### src/core/feature_bank_pkg.sv
// Function
// [RULE1] misc bit 3 is read/write thermal throttle enable, reset zero
// [RULE2] throttle activates when enabled and the thermal sensor reports overheating
// [RULE3] active throttle in first-generation mode gates clocks at fifty percent duty
// [RULE4] boot firmware must set the throttle enable; hardware never sets it itself
// [RULE5] misc bit 7 is read-only and reports performance monitoring enabled
// [RULE6] misc bit 10 muxes the float error pin onto pending break events
// [RULE7] software using the extended interrupt model must set bit 10
// [RULE8] misc bit 11 is read-only, one when branch trace store unsupported
// [RULE9] misc bit 12 is read-only and reads one: precise sampling unsupported
// [RULE10] misc bit 16 enables frequency scaling; a lock input makes it read-only
// [RULE11] misc bit 23 set stops task priority report messages; reset is a parameter
// [RULE12] last branch top index register is read-only, index in bits 3:0
// [RULE13] debug feature control register is read/write
// [RULE14] with bit 3 clear, mode select has no effect and no throttling runs
// [RULE15] misc feature enable register is read/write for several functions
// [RULE16] reserved misc bits read zero and ignore writes
//
// Purpose: constants and register addresses of the processor feature enable bank
// Assumes: ahb-lite register access, 32-bit words, 64-bit registers split in halves
// Notes: low half at four times the register index, high half at HI_OFS above it
package feature_bank_pkg;
    localparam int HADDR_W = 13;
    localparam logic [10:0] IDX_MISC = 11'h1a0;
    localparam logic [10:0] IDX_TOS = 11'h1c9;
    localparam logic [10:0] IDX_DBG = 11'h1d9;
    localparam logic [HADDR_W-1:0] HI_OFS = 13'h1000;
    localparam logic [HADDR_W-1:0] ADDR_MISC_LO = {IDX_MISC, 2'b00};
    localparam logic [HADDR_W-1:0] ADDR_MISC_HI = ADDR_MISC_LO + HI_OFS;
    localparam logic [HADDR_W-1:0] ADDR_TOS_LO = {IDX_TOS, 2'b00};
    localparam logic [HADDR_W-1:0] ADDR_TOS_HI = ADDR_TOS_LO + HI_OFS;
    localparam logic [HADDR_W-1:0] ADDR_DBG_LO = {IDX_DBG, 2'b00};
    localparam logic [HADDR_W-1:0] ADDR_DBG_HI = ADDR_DBG_LO + HI_OFS;

    localparam int TCC_EN_BIT = 3;
    localparam int PERFMON_BIT = 7;
    localparam int FLOAT_ERROR_PIN_MUX_BIT = 10;
    localparam int BTS_UNAV_BIT = 11;
    localparam int PRECISE_SAMPLE_CAPTURE_UNAV_BIT = 12;
    localparam int FREQ_EN_BIT = 16;
    localparam int TPR_DIS_BIT = 23;
    localparam int TOS_W = 4;

    localparam logic TCC_EN_RST = 1'b0;
    localparam logic FLOAT_ERROR_PIN_MUX_RST = 1'b0;
    localparam logic FREQ_EN_RST = 1'b0;
    localparam logic TPR_DIS_RST = 1'b0;
    localparam logic BTS_UNAV_VAL = 1'b1;
    localparam logic PRECISE_SAMPLE_CAPTURE_UNAV_VAL = 1'b1;
    localparam logic [63:0] DBG_RST = 64'h0;
    localparam logic [TOS_W-1:0] TOS_RST = 4'h0;
    localparam logic [1:0] HTRANS_NONSEQ = 2'b10;
endpackage

### src/core/throttle_if.sv
// Purpose: carrier between the register bank and the throttle unit
// Assumes: one clock domain
// Notes: clk_gate high means core clocks run this cycle
`timescale 1ns/1ps
interface throttle_if;
    logic enable;
    logic mode_sel;
    logic active;
    logic clk_gate;
    logic freq_req;
    modport bank (output enable, output mode_sel, input active, input clk_gate, input freq_req);
    modport unit (input enable, input mode_sel, output active, output clk_gate, output freq_req);
endinterface

### src/core/thermal_throttle_unit.sv
// Purpose: thermal throttle circuit driven by the sensor pin
// Assumes: sensor pin is asynchronous to clk_in
// Notes: three-stage synchroniser, a level counts once stages two and three agree
`timescale 1ns/1ps
module thermal_throttle_unit (
    input wire logic clk_in,        // core clock
    input wire logic rst_n_in,      // synchronous reset, active low
    input wire logic sensor_hot_in, // thermal sensor trip, async pin
    throttle_if.unit thr            // bank side controls and status
);
    typedef struct packed {
        logic [2:0] sync;
        logic hot;
        logic active;
        logic clk_gate;
        logic freq_req;
    } unit_state_t;

    localparam unit_state_t UNIT_RST = '{clk_gate: 1'b1, default: '0};

    unit_state_t r;
    unit_state_t nxt;

    always_comb begin
        nxt = r;
        nxt.sync = {r.sync[1:0], sensor_hot_in};
        // stage zero feeds only stage one
        if (r.sync[1] == r.sync[2]) begin
            nxt.hot = r.sync[2];
        end
        nxt.active = thr.enable & r.hot; // [RULE2] [RULE14]
        if (r.active && !thr.mode_sel) begin
            nxt.clk_gate = ~r.clk_gate; // [RULE3]
        end else begin
            nxt.clk_gate = 1'b1;
        end
        // second-generation mode asks for a frequency step instead of gating
        // follows the next active value so the request never outlives active at the bank ports
        nxt.freq_req = nxt.active & thr.mode_sel; // [RULE14]
    end

    always_ff @(posedge clk_in) begin
        if (!rst_n_in) begin
            r <= UNIT_RST;
        end else begin
            r <= nxt;
        end
    end

    assign thr.active = r.active;
    assign thr.clk_gate = r.clk_gate;
    assign thr.freq_req = r.freq_req;
endmodule

### src/core/processor_feature_enable_bank.sv
// Purpose: feature enable, last branch index and debug control registers
// Assumes: ahb-lite slave, zero wait states, single word transfers only
// Notes: unmapped reads return zero, unmapped writes are dropped, response always okay
//
// The implementer's own choice: the AHB-Lite slave port.
`timescale 1ns/1ps
module processor_feature_enable_bank (
    input wire logic clk_in,                // core clock, 100 MHz
    input wire logic rst_n_in,              // synchronous reset, active low
    input wire logic hsel_in,               // ahb slave select
    input wire logic [12:0] haddr_in,       // ahb byte address
    input wire logic [1:0] htrans_in,       // ahb transfer type
    input wire logic hwrite_in,             // ahb write
    input wire logic [2:0] hsize_in,        // ahb size, word only
    input wire logic [31:0] hwdata_in,      // ahb write data
    input wire logic hready_in,             // ahb bus ready
    output logic [31:0] hrdata_out,         // ahb read data
    output logic hreadyout_out,             // ahb slave ready
    output logic hresp_out,                 // ahb response, always okay
    input wire logic sensor_hot_in,         // thermal sensor trip pin
    input wire logic thermal_mode_select_in, // 0 first-gen, 1 second-gen throttling
    input wire logic perfmon_en_in,         // performance monitoring enabled
    input wire logic freq_lock_in,          // makes frequency scaling enable read-only
    input wire logic fp_error_in,           // legacy float error condition
    input wire logic break_pending_in,      // pending break event
    input wire logic branch_record_in,      // pulse: a branch record was written
    output logic core_clk_gate_out,         // high while core clocks may run
    output logic throttle_active_out,       // thermal throttle circuit active
    output logic freq_step_req_out,         // second-gen frequency step request
    output logic freq_scaling_en_out,       // frequency scaling enabled
    output logic task_priority_report_en_out, // task priority messages allowed
    output logic float_error_pin_out,       // float error pin level
    output logic [63:0] debug_feature_control_out // debug control register contents
);
    typedef struct packed {
        logic tcc_en;
        logic float_error_pin_mux;
        logic freq_en;
        logic tpr_dis;
        logic [63:0] dbg;
        logic [feature_bank_pkg::TOS_W-1:0] tos;
        logic ph_valid;
        logic ph_write;
        logic [12:0] ph_addr;
        logic [31:0] rdata;
        logic float_err;
        logic clk_gate;
        logic thr_active;
        logic freq_req;
        logic tpr_rep_en;
    } bank_state_t;

    localparam bank_state_t BANK_RST = '{
        tcc_en: feature_bank_pkg::TCC_EN_RST,
        float_error_pin_mux: feature_bank_pkg::FLOAT_ERROR_PIN_MUX_RST,
        freq_en: feature_bank_pkg::FREQ_EN_RST,
        tpr_dis: feature_bank_pkg::TPR_DIS_RST,
        dbg: feature_bank_pkg::DBG_RST,
        tos: feature_bank_pkg::TOS_RST,
        clk_gate: 1'b1,
        tpr_rep_en: ~feature_bank_pkg::TPR_DIS_RST,
        default: '0
    };

    bank_state_t r;
    bank_state_t nxt;
    throttle_if thr ();

    thermal_throttle_unit u_throttle (
        .clk_in(clk_in),
        .rst_n_in(rst_n_in),
        .sensor_hot_in(sensor_hot_in),
        .thr(thr)
    );

    assign thr.enable = r.tcc_en;
    assign thr.mode_sel = thermal_mode_select_in;

    always_comb begin
        logic [31:0] misc_lo;
        logic addr_phase;
        misc_lo = 32'h0;
        addr_phase = 1'b0;
        nxt = r;

        // write data phase; a write to the read-only index is dropped
        if (r.ph_valid && r.ph_write) begin
            case (r.ph_addr)
                feature_bank_pkg::ADDR_MISC_LO: begin
                    nxt.tcc_en = hwdata_in[feature_bank_pkg::TCC_EN_BIT]; // [RULE1] [RULE15]
                    nxt.float_error_pin_mux = hwdata_in[feature_bank_pkg::FLOAT_ERROR_PIN_MUX_BIT]; // [RULE6]
                    if (!freq_lock_in) begin
                        nxt.freq_en = hwdata_in[feature_bank_pkg::FREQ_EN_BIT]; // [RULE10]
                    end
                    nxt.tpr_dis = hwdata_in[feature_bank_pkg::TPR_DIS_BIT]; // [RULE11]
                end
                feature_bank_pkg::ADDR_DBG_LO: begin
                    nxt.dbg[31:0] = hwdata_in; // [RULE13]
                end
                feature_bank_pkg::ADDR_DBG_HI: begin
                    nxt.dbg[63:32] = hwdata_in; // [RULE13]
                end
                default: begin
                    nxt.dbg = r.dbg;
                end
            endcase
        end

        if (branch_record_in) begin
            nxt.tos = r.tos + 4'h1; // [RULE12]
        end

        // reserved bits stay zero in the read image
        misc_lo[feature_bank_pkg::TCC_EN_BIT] = nxt.tcc_en; // [RULE16]
        misc_lo[feature_bank_pkg::PERFMON_BIT] = perfmon_en_in; // [RULE5]
        misc_lo[feature_bank_pkg::FLOAT_ERROR_PIN_MUX_BIT] = nxt.float_error_pin_mux;
        misc_lo[feature_bank_pkg::BTS_UNAV_BIT] = feature_bank_pkg::BTS_UNAV_VAL; // [RULE8]
        misc_lo[feature_bank_pkg::PRECISE_SAMPLE_CAPTURE_UNAV_BIT] = feature_bank_pkg::PRECISE_SAMPLE_CAPTURE_UNAV_VAL; // [RULE9]
        misc_lo[feature_bank_pkg::FREQ_EN_BIT] = nxt.freq_en;
        misc_lo[feature_bank_pkg::TPR_DIS_BIT] = nxt.tpr_dis;

        // read data built from next-state values so a read right after a write sees it
        if (hready_in) begin
            addr_phase = hsel_in && (htrans_in == feature_bank_pkg::HTRANS_NONSEQ || htrans_in == 2'b11);
            nxt.ph_valid = addr_phase;
            nxt.ph_write = hwrite_in;
            nxt.ph_addr = haddr_in;
            if (addr_phase && !hwrite_in) begin
                case (haddr_in)
                    feature_bank_pkg::ADDR_MISC_LO: nxt.rdata = misc_lo;
                    feature_bank_pkg::ADDR_TOS_LO: nxt.rdata = {28'h0, nxt.tos}; // [RULE12]
                    feature_bank_pkg::ADDR_DBG_LO: nxt.rdata = nxt.dbg[31:0];
                    feature_bank_pkg::ADDR_DBG_HI: nxt.rdata = nxt.dbg[63:32];
                    default: nxt.rdata = 32'h0;
                endcase
            end else begin
                nxt.rdata = 32'h0;
            end
        end

        nxt.float_err = r.float_error_pin_mux ? break_pending_in : fp_error_in; // [RULE6]
        nxt.clk_gate = thr.clk_gate; // [RULE3]
        nxt.thr_active = thr.active; // [RULE2]
        nxt.freq_req = thr.freq_req; // [RULE14]
        // registered inverse keeps the output straight from a flip-flop
        nxt.tpr_rep_en = ~nxt.tpr_dis; // [RULE11]
    end

    // firmware must turn the throttle on; reset leaves it off
    always_ff @(posedge clk_in) begin
        if (!rst_n_in) begin
            r <= BANK_RST; // [RULE4]
        end else begin
            r <= nxt;
        end
    end

    assign hrdata_out = r.rdata;
    assign hreadyout_out = 1'b1;
    assign hresp_out = 1'b0;
    assign core_clk_gate_out = r.clk_gate;
    assign throttle_active_out = r.thr_active;
    assign freq_step_req_out = r.freq_req;
    assign freq_scaling_en_out = r.freq_en;
    assign task_priority_report_en_out = r.tpr_rep_en; // [RULE11]
    assign float_error_pin_out = r.float_err;
    assign debug_feature_control_out = r.dbg;
endmodule

### config.mk
export PLATFORM = sky130hd
export DESIGN_NAME = processor_feature_enable_bank
export DESIGN_NICKNAME = d
export VERILOG_FILES = /design/src/core/feature_bank_pkg.sv /design/src/core/throttle_if.sv /design/src/core/thermal_throttle_unit.sv /design/src/core/processor_feature_enable_bank.sv
export SDC_FILE = /design/constraint.sdc
export NUM_CORES = 1
export LEC_CHECK = 0
export BUFFER_PORTS_ARGS = -buffer_cell sky130_fd_sc_hd__buf_2
export CAP_MARGIN = 10
export CORE_UTILIZATION = 39
export DETAILED_ROUTE_END_ITERATION = 10
export SLEW_MARGIN = 5
export SYNTH_ARGS = -nofsm -noshare
export SYNTH_HDL_FRONTEND = slang
export SYNTH_SLANG_ARGS = --single-unit
export TNS_END_PERCENT = 50
### constraint.sdc
create_clock -name clk_in -period 2 [get_ports clk_in]
set_input_delay 0.4 -clock clk_in [delete_from_list [all_inputs] [get_ports clk_in]]
set_output_delay 0.4 -clock clk_in [all_outputs]
set_load 0.1 [all_outputs]
==> impl_metrics.tcl, run 1 <==
set metrics [dict create \
    ff2ff_setup_slack_ns 0.06 \
    fin_area_mm2 0.00768 \
    r2r_start "r[37]" \
    min_from "sensor_hot_in" \
    layout_setup_ws_ns 0.0608 \
    ctsRootBufferMaster "clkbuf_16" \
    n_fill_cell 1531 \
    grt_antenna_before_repair 0 \
    slew_viol_final 0 \
    end_kind "flop" \
    gp_congestion 0.805 \
    rsz0062_at_grt "yes" \
    p_per_area_mw_per_mm2 797 \
    routed-via-count 5368 \
    antenna_cells 0 \
    dpl_cell_area_mm2 0.00699 \
    dr.first_iter.drc_count 335 \
    clk_pin_slew_worst_paths_ns 0.06 \
    dp_slack_ns -0.0569 \
    seq_area_frac_synth_pct 40.4 \
    die-area_mm2 0.0172 \
    drt_drc_violations_left 0 \
    cp_max_fo 14 \
    netlist_area_mm2 0.00649 \
    floorplan.rows 46 \
    synth_fp_nets 784 \
    ant_nets 0 \
    fin_cells 1029 \
    syn_avg_cell_area_um2 9.00 \
    syn_inst 721 \
    holdBufCountCts 0 \
    grtUsageTotal_pct 21.1 \
    fin_skew_ns 0.00616 \
    synth.distinct_cells 55 \
    grt_max_degree 35 \
    drt-total-wl_um 17500 \
    grt_pass1_vias 5374 \
    start_util_pct 40.4 \
    port_buffers 159 \
    area_growth_pct 18.3 \
    drt_pre_antenna_iters 5 \
    hold_depth 2 \
    hold_class "input port to flop" \
    synth_edf_count 0 \
    rr_worst_depth 7 \
    cts_tree "done" \
    r2r-end "hrdata_out[27]" \
    multi_input_area_mm2 0.00285 \
    fmax_ghz 0.516 \
    final_common_cell "buf_2" \
    die-height_um 131 \
    maxCapViolCount 0 \
    start_kind "flop" \
    synth_flop_cell "dfxtp_1" \
    period_needed_ns 1.94 \
    placed_cells 992 \
    grt_first_pass_wirelength_um 27400 \
    worstPathRequired_ns 2.29 \
    arrival_ns 2.23 \
    final_layout_size_suffix_gt1_share_pct 31.2 \
    hold_ws_ns 0.187 \
    critPathKind "flop to flop" \
    cts_buffers 17 \
    yosys_warnings 0 \
    whs_endpoint "u_throttle.nxt[5]" \
    peakVddDrop_v 0.000557 \
    worst_slew_pin_slew_ns 0.516 \
    synth-seq-cells 131 \
    core-area_mm2 0.0161 \
    clock_latency_ns 0.42 \
    htreeDepth 4 \
    layout.area.seq_mm2 0.00262 \
    via_per_inst 5.22 \
    fin_util_pct 47.8 \
    setup_tns_ns 0 \
    setup_viol 0 \
    clkSinkCount 131 \
    post_drt_wl_per_cell_um 17.0 \
    chipWidth_um 131 \
    timing_hold_violations_final 0 \
    power_leakage_nw 3.33 \
    hpwlAfterDp_um 12500 \
    nNetsFinal 863 \
    status "finished, final reports clean" \
    grt_overflow_total 0 \
    pin_count 166 \
    final_cell_mix "buf_2, dfxtp_1, nor2_1, o211ai_1" \
    period_share_pct 97.0 \
    cts_buffer_depth 2 \
    power.total_mw 6.12 \
    async_flop_share_pct 0 \
    max_slew_margin_pct 65.8 \
]
where the power goes:
group          switching, mW  leakage, nW  total (mW)  internal [mW]
Clock                   1.19        0.289        3.18           1.99
Combinational          0.176         1.98       0.283          0.107
Sequential            0.0209         1.06        2.66           2.64
flip-flops by register name, summed over array words and instances (netlist names):
signal	cells
debug_feature_control_out	64
hrdata_out	32
r	21
u_throttle.nxt	2
u_throttle.r	2
core_clk_gate_out	1
float_error_pin_out	1
freq_scaling_en_out	1
freq_step_req_out	1
task_priority_report_en_out	1
thr.enable	1
throttle_active_out	1
u_throttle.thr.active	1
u_throttle.thr.clk_gate	1
u_throttle.thr.freq_req	1
what timing repair did:
| item | 4_1_cts | 5_1_grt |
|---|---|---|
| gates resized for setup | 0 | 9 |
| pin swaps | 2 | 4 |
| endpoints found under the hold margin | 0 | 0 |
| gates cloned | 0 | 0 |
| setup buffers | 2 | 3 |
| endpoints found under the setup margin | 3 | 18 |
critical path, cell delays in order, from the launching register on:
cell	delay (ns)
dfxtp_1	0.34
nor4_4	0.41
buf_4	0.19
nand3_4	0.12
nor2_8	0.16
buf_12	0.19
mux2i_1	0.27
o211ai_1	0.12
synth_stat cells (all sizes together), types with 4 or more instances:
master    n  area share (%)
clkbuf   20             1.2
buf     123              14
nand3    13             1.3
nor3      8            0.79
and2     13             1.3
o211ai   45             5.4
and4      4            0.58
mux2i    38             5.9
dfxtp   131              40
inv      20             1.2
nand4    10            0.96
a21boi   32             3.7
a21oi    29             2.2
nor4     12             1.4
and3     28             2.7
o21a     31             3.6
a31oi     4            0.39
nand2    34             2.0
o21ai    19             1.5
nor2b     6            0.58
nor2     59             3.7
a211oi   12             1.6
layer usage:
metal  vias up  global-route usage (%)  routed length [µm]
met4         0                    9.47                 309
met5         -                       0                   0
met3        25                    5.05                1140
met1      2526                    26.9                8020
met2       206                    33.9                8070
li1       2611                       -                   -
how the worst max path moves through the flow:
| stage | depth (start not counted) | from | endpoint |
|---|---|---|---|
| 6_report | 7 | r[37] | hrdata_out[27] |
| 3_5_place_dp | 7 | haddr_in[7] | hrdata_out[19] |
| 3_3_place_gp | 7 | haddr_in[7] | hrdata_out[3] |
| 2_1_floorplan | 7 | haddr_in[11] | hrdata_out[16] |
| 5_1_grt | 6 | r[37] | hrdata_out[23] |
| 4_1_cts | 7 | r[41] | hrdata_out[8] |
logic make-up (layout without fill, tap and decap cells):
| kind of cell | count (synthesis) | in the layout | share of synthesized area, % |
|---|---|---|---|
| mux | 38 | 38 | 5.86 |
| compound gates | 185 | 185 | 20.0 |
| buf+inv | 163 | 255 | 16.2 |
| other cells | 2 | 2 | 0.116 |
| simple gates | 198 | 198 | 16.8 |
| flops | 131 | 131 | 40.4 |
| fa+ha+maj | 1 | 1 | 0.193 |
| xor+xnor | 3 | 3 | 0.405 |
final cells by class:
class	instances	area share, %
flip-flops and latches	131	34.2
clock buffers	19	5.77
well taps	216	3.52
inverters	20	0.978
multi-input cells	427	37.1
repair buffers	203	16.3
clock inverters	13	2.07
(Power assumes the default switching activity.)
==> run 2, diff against run 1 <==
--- a/config.mk
+++ b/config.mk
@@ -9,6 +9,7 @@
 export CAP_MARGIN = 10
 export CORE_UTILIZATION = 39
 export DETAILED_ROUTE_END_ITERATION = 10
+export PLACE_DENSITY = 0.72
 export SLEW_MARGIN = 5
 export SYNTH_ARGS = -nofsm -noshare
 export SYNTH_HDL_FRONTEND = slang
==> impl_metrics.tcl, run 2 (synthesized netlist as in run 1, its figures left out) <==
set metrics [dict create \
    status "finished, final reports clean" \
    fin_util_pct 48.1 \
    cts_buffers 17 \
    drt_pre_antenna_iters 5 \
    chipWidth_um 131 \
    fin_cells 1038 \
    grt_first_pass_wirelength_um 25600 \
    post_cts_buffers 0 \
    dp_slack_ns -0.113 \
    worstPathRequired_ns 2.36 \
    maxCapViolCount 0 \
    setup_viol 0 \
    period_share_pct 94.7 \
    cp.depth 8 \
    fin_skew_ns 0.0113 \
    cp_max_fo 6 \
    rr_worst_depth 8 \
    worst_slew_pin_slew_ns 0.606 \
    final_layout_size_suffix_gt1_share_pct 32.1 \
    fin_area_mm2 0.00773 \
    grt_overflow_total 0 \
    timing_hold_violations_final 0 \
    fmax_ghz 0.528 \
    grt_antenna_before_repair 0 \
    power.total_mw 5.89 \
    hold_ws_ns 0.195 \
    gp_congestion 0.859 \
    clk_pin_slew_worst_paths_ns 0.06 \
    path_cells "nor4_4 -> buf_4 -> nand4_1 -> buf_4 -> nor4_2 -> o41ai_1 -> buf_4 -> nand3_1" \
    cts_tree "done" \
    crit_path_start "r[41]" \
    cpMostUsedCell "buf_4" \
    hold_depth 2 \
    drt-met1-wl_um 7730 \
    hpwlAfterDp_um 12100 \
    port_buffers 159 \
    post_drt_wl_per_cell_um 16.3 \
    min_from "sensor_hot_in" \
    drt_drc_violations_left 0 \
    dpl_cell_area_mm2 0.00705 \
    layout_setup_ws_ns 0.106 \
    largest_reg_flops 64 \
    arrival_ns 2.25 \
    route.met2.wl_um 7890 \
    r2r_start "r[41]" \
    critPathKind "flop to flop" \
    cpPeakStageDelay_ns 0.35 \
    htreeDepth 4 \
    p_per_area_mw_per_mm2 761 \
    routed-via-count 5383 \
    floorplan.rows 46 \
    final_common_cell "buf_2" \
    rsz0062_at_grt "yes" \
    cts_buffer_depth 2 \
    clkSinkCount 131 \
    holdBufCountCts 0 \
    pin_count 166 \
    start_util_pct 40.4 \
    cp_slowest_cell "nor4_4" \
    end_kind "flop" \
    final_cell_mix "buf_2, dfxtp_1, nor2_1, o211ai_1, buf_4" \
    area_growth_pct 19.2 \
    highest_layer "met4" \
    crit_buf_inv 3 \
    die-area_mm2 0.0172 \
    peakVddDrop_v 0.000513 \
    slew_viol_final 0 \
    hold_class "input port to flop" \
    ctsRootBufferMaster "clkbuf_16" \
    grt_pass1_vias 4952 \
    setup_tns_ns 0 \
    via_per_inst 5.19 \
    max_slew_margin_pct 59.6 \
    nNetsFinal 872 \
    dr.first_iter.drc_count 312 \
    critical_path.top_delay_family "simple AND/OR/NAND/NOR gates" \
    wl_met3_um 1040 \
    placed_cells 1005 \
    drt-total-wl_um 16900 \
    power_leakage_nw 3.37 \
    die-height_um 131 \
    start_kind "flop" \
    grtUsageTotal_pct 19.8 \
    ctsResizeCount 0 \
    period_needed_ns 1.89 \
    core-area_mm2 0.0161 \
    ant_nets 0 \
    clock_latency_ns 0.41 \
    grt_max_degree 37 \
]
==> run 2: cell count changes in the layout (fill, tap and decap cells not counted), sizes merged <==
cell and delta:
clkinvlp -2, clkbuf +8, diode +2, clkinv -4, buf +8, bufinv -2
inv -1
==> run 2: path summary, 6_finish.rpt <==
kind,to,slack (ns)
min,u_throttle.nxt[5],0.20
min reg2reg,u_throttle.thr.clk_gate,0.40
max,hrdata_out[10],0.11
max reg2reg,hrdata_out[10],0.11
==> run 2: where the power goes <==
group          internal, mW  switching [mW]
logic                 0.106           0.175
clock network          1.86            1.09
registers              2.64          0.0211
==> run 2: metal layers <==
layer	GRT usage, %	vias to the layer above
met5	0	-
met3	5.90	25
li1	-	2634
met4	8.99	0
met1	25.5	2551
met2	30.5	173
==> run 2: final cells by class <==
cell class              instances  area, µm²
inverters                      20       75.1
well taps                     216        270
multi-input cells             427       2900
repair buffers                212       1300
flip-flops and latches        131       2620
fillers                      1532       8330
clock inverters                 4       47.5
clock buffers                  26        509
diodes                          2       5.00
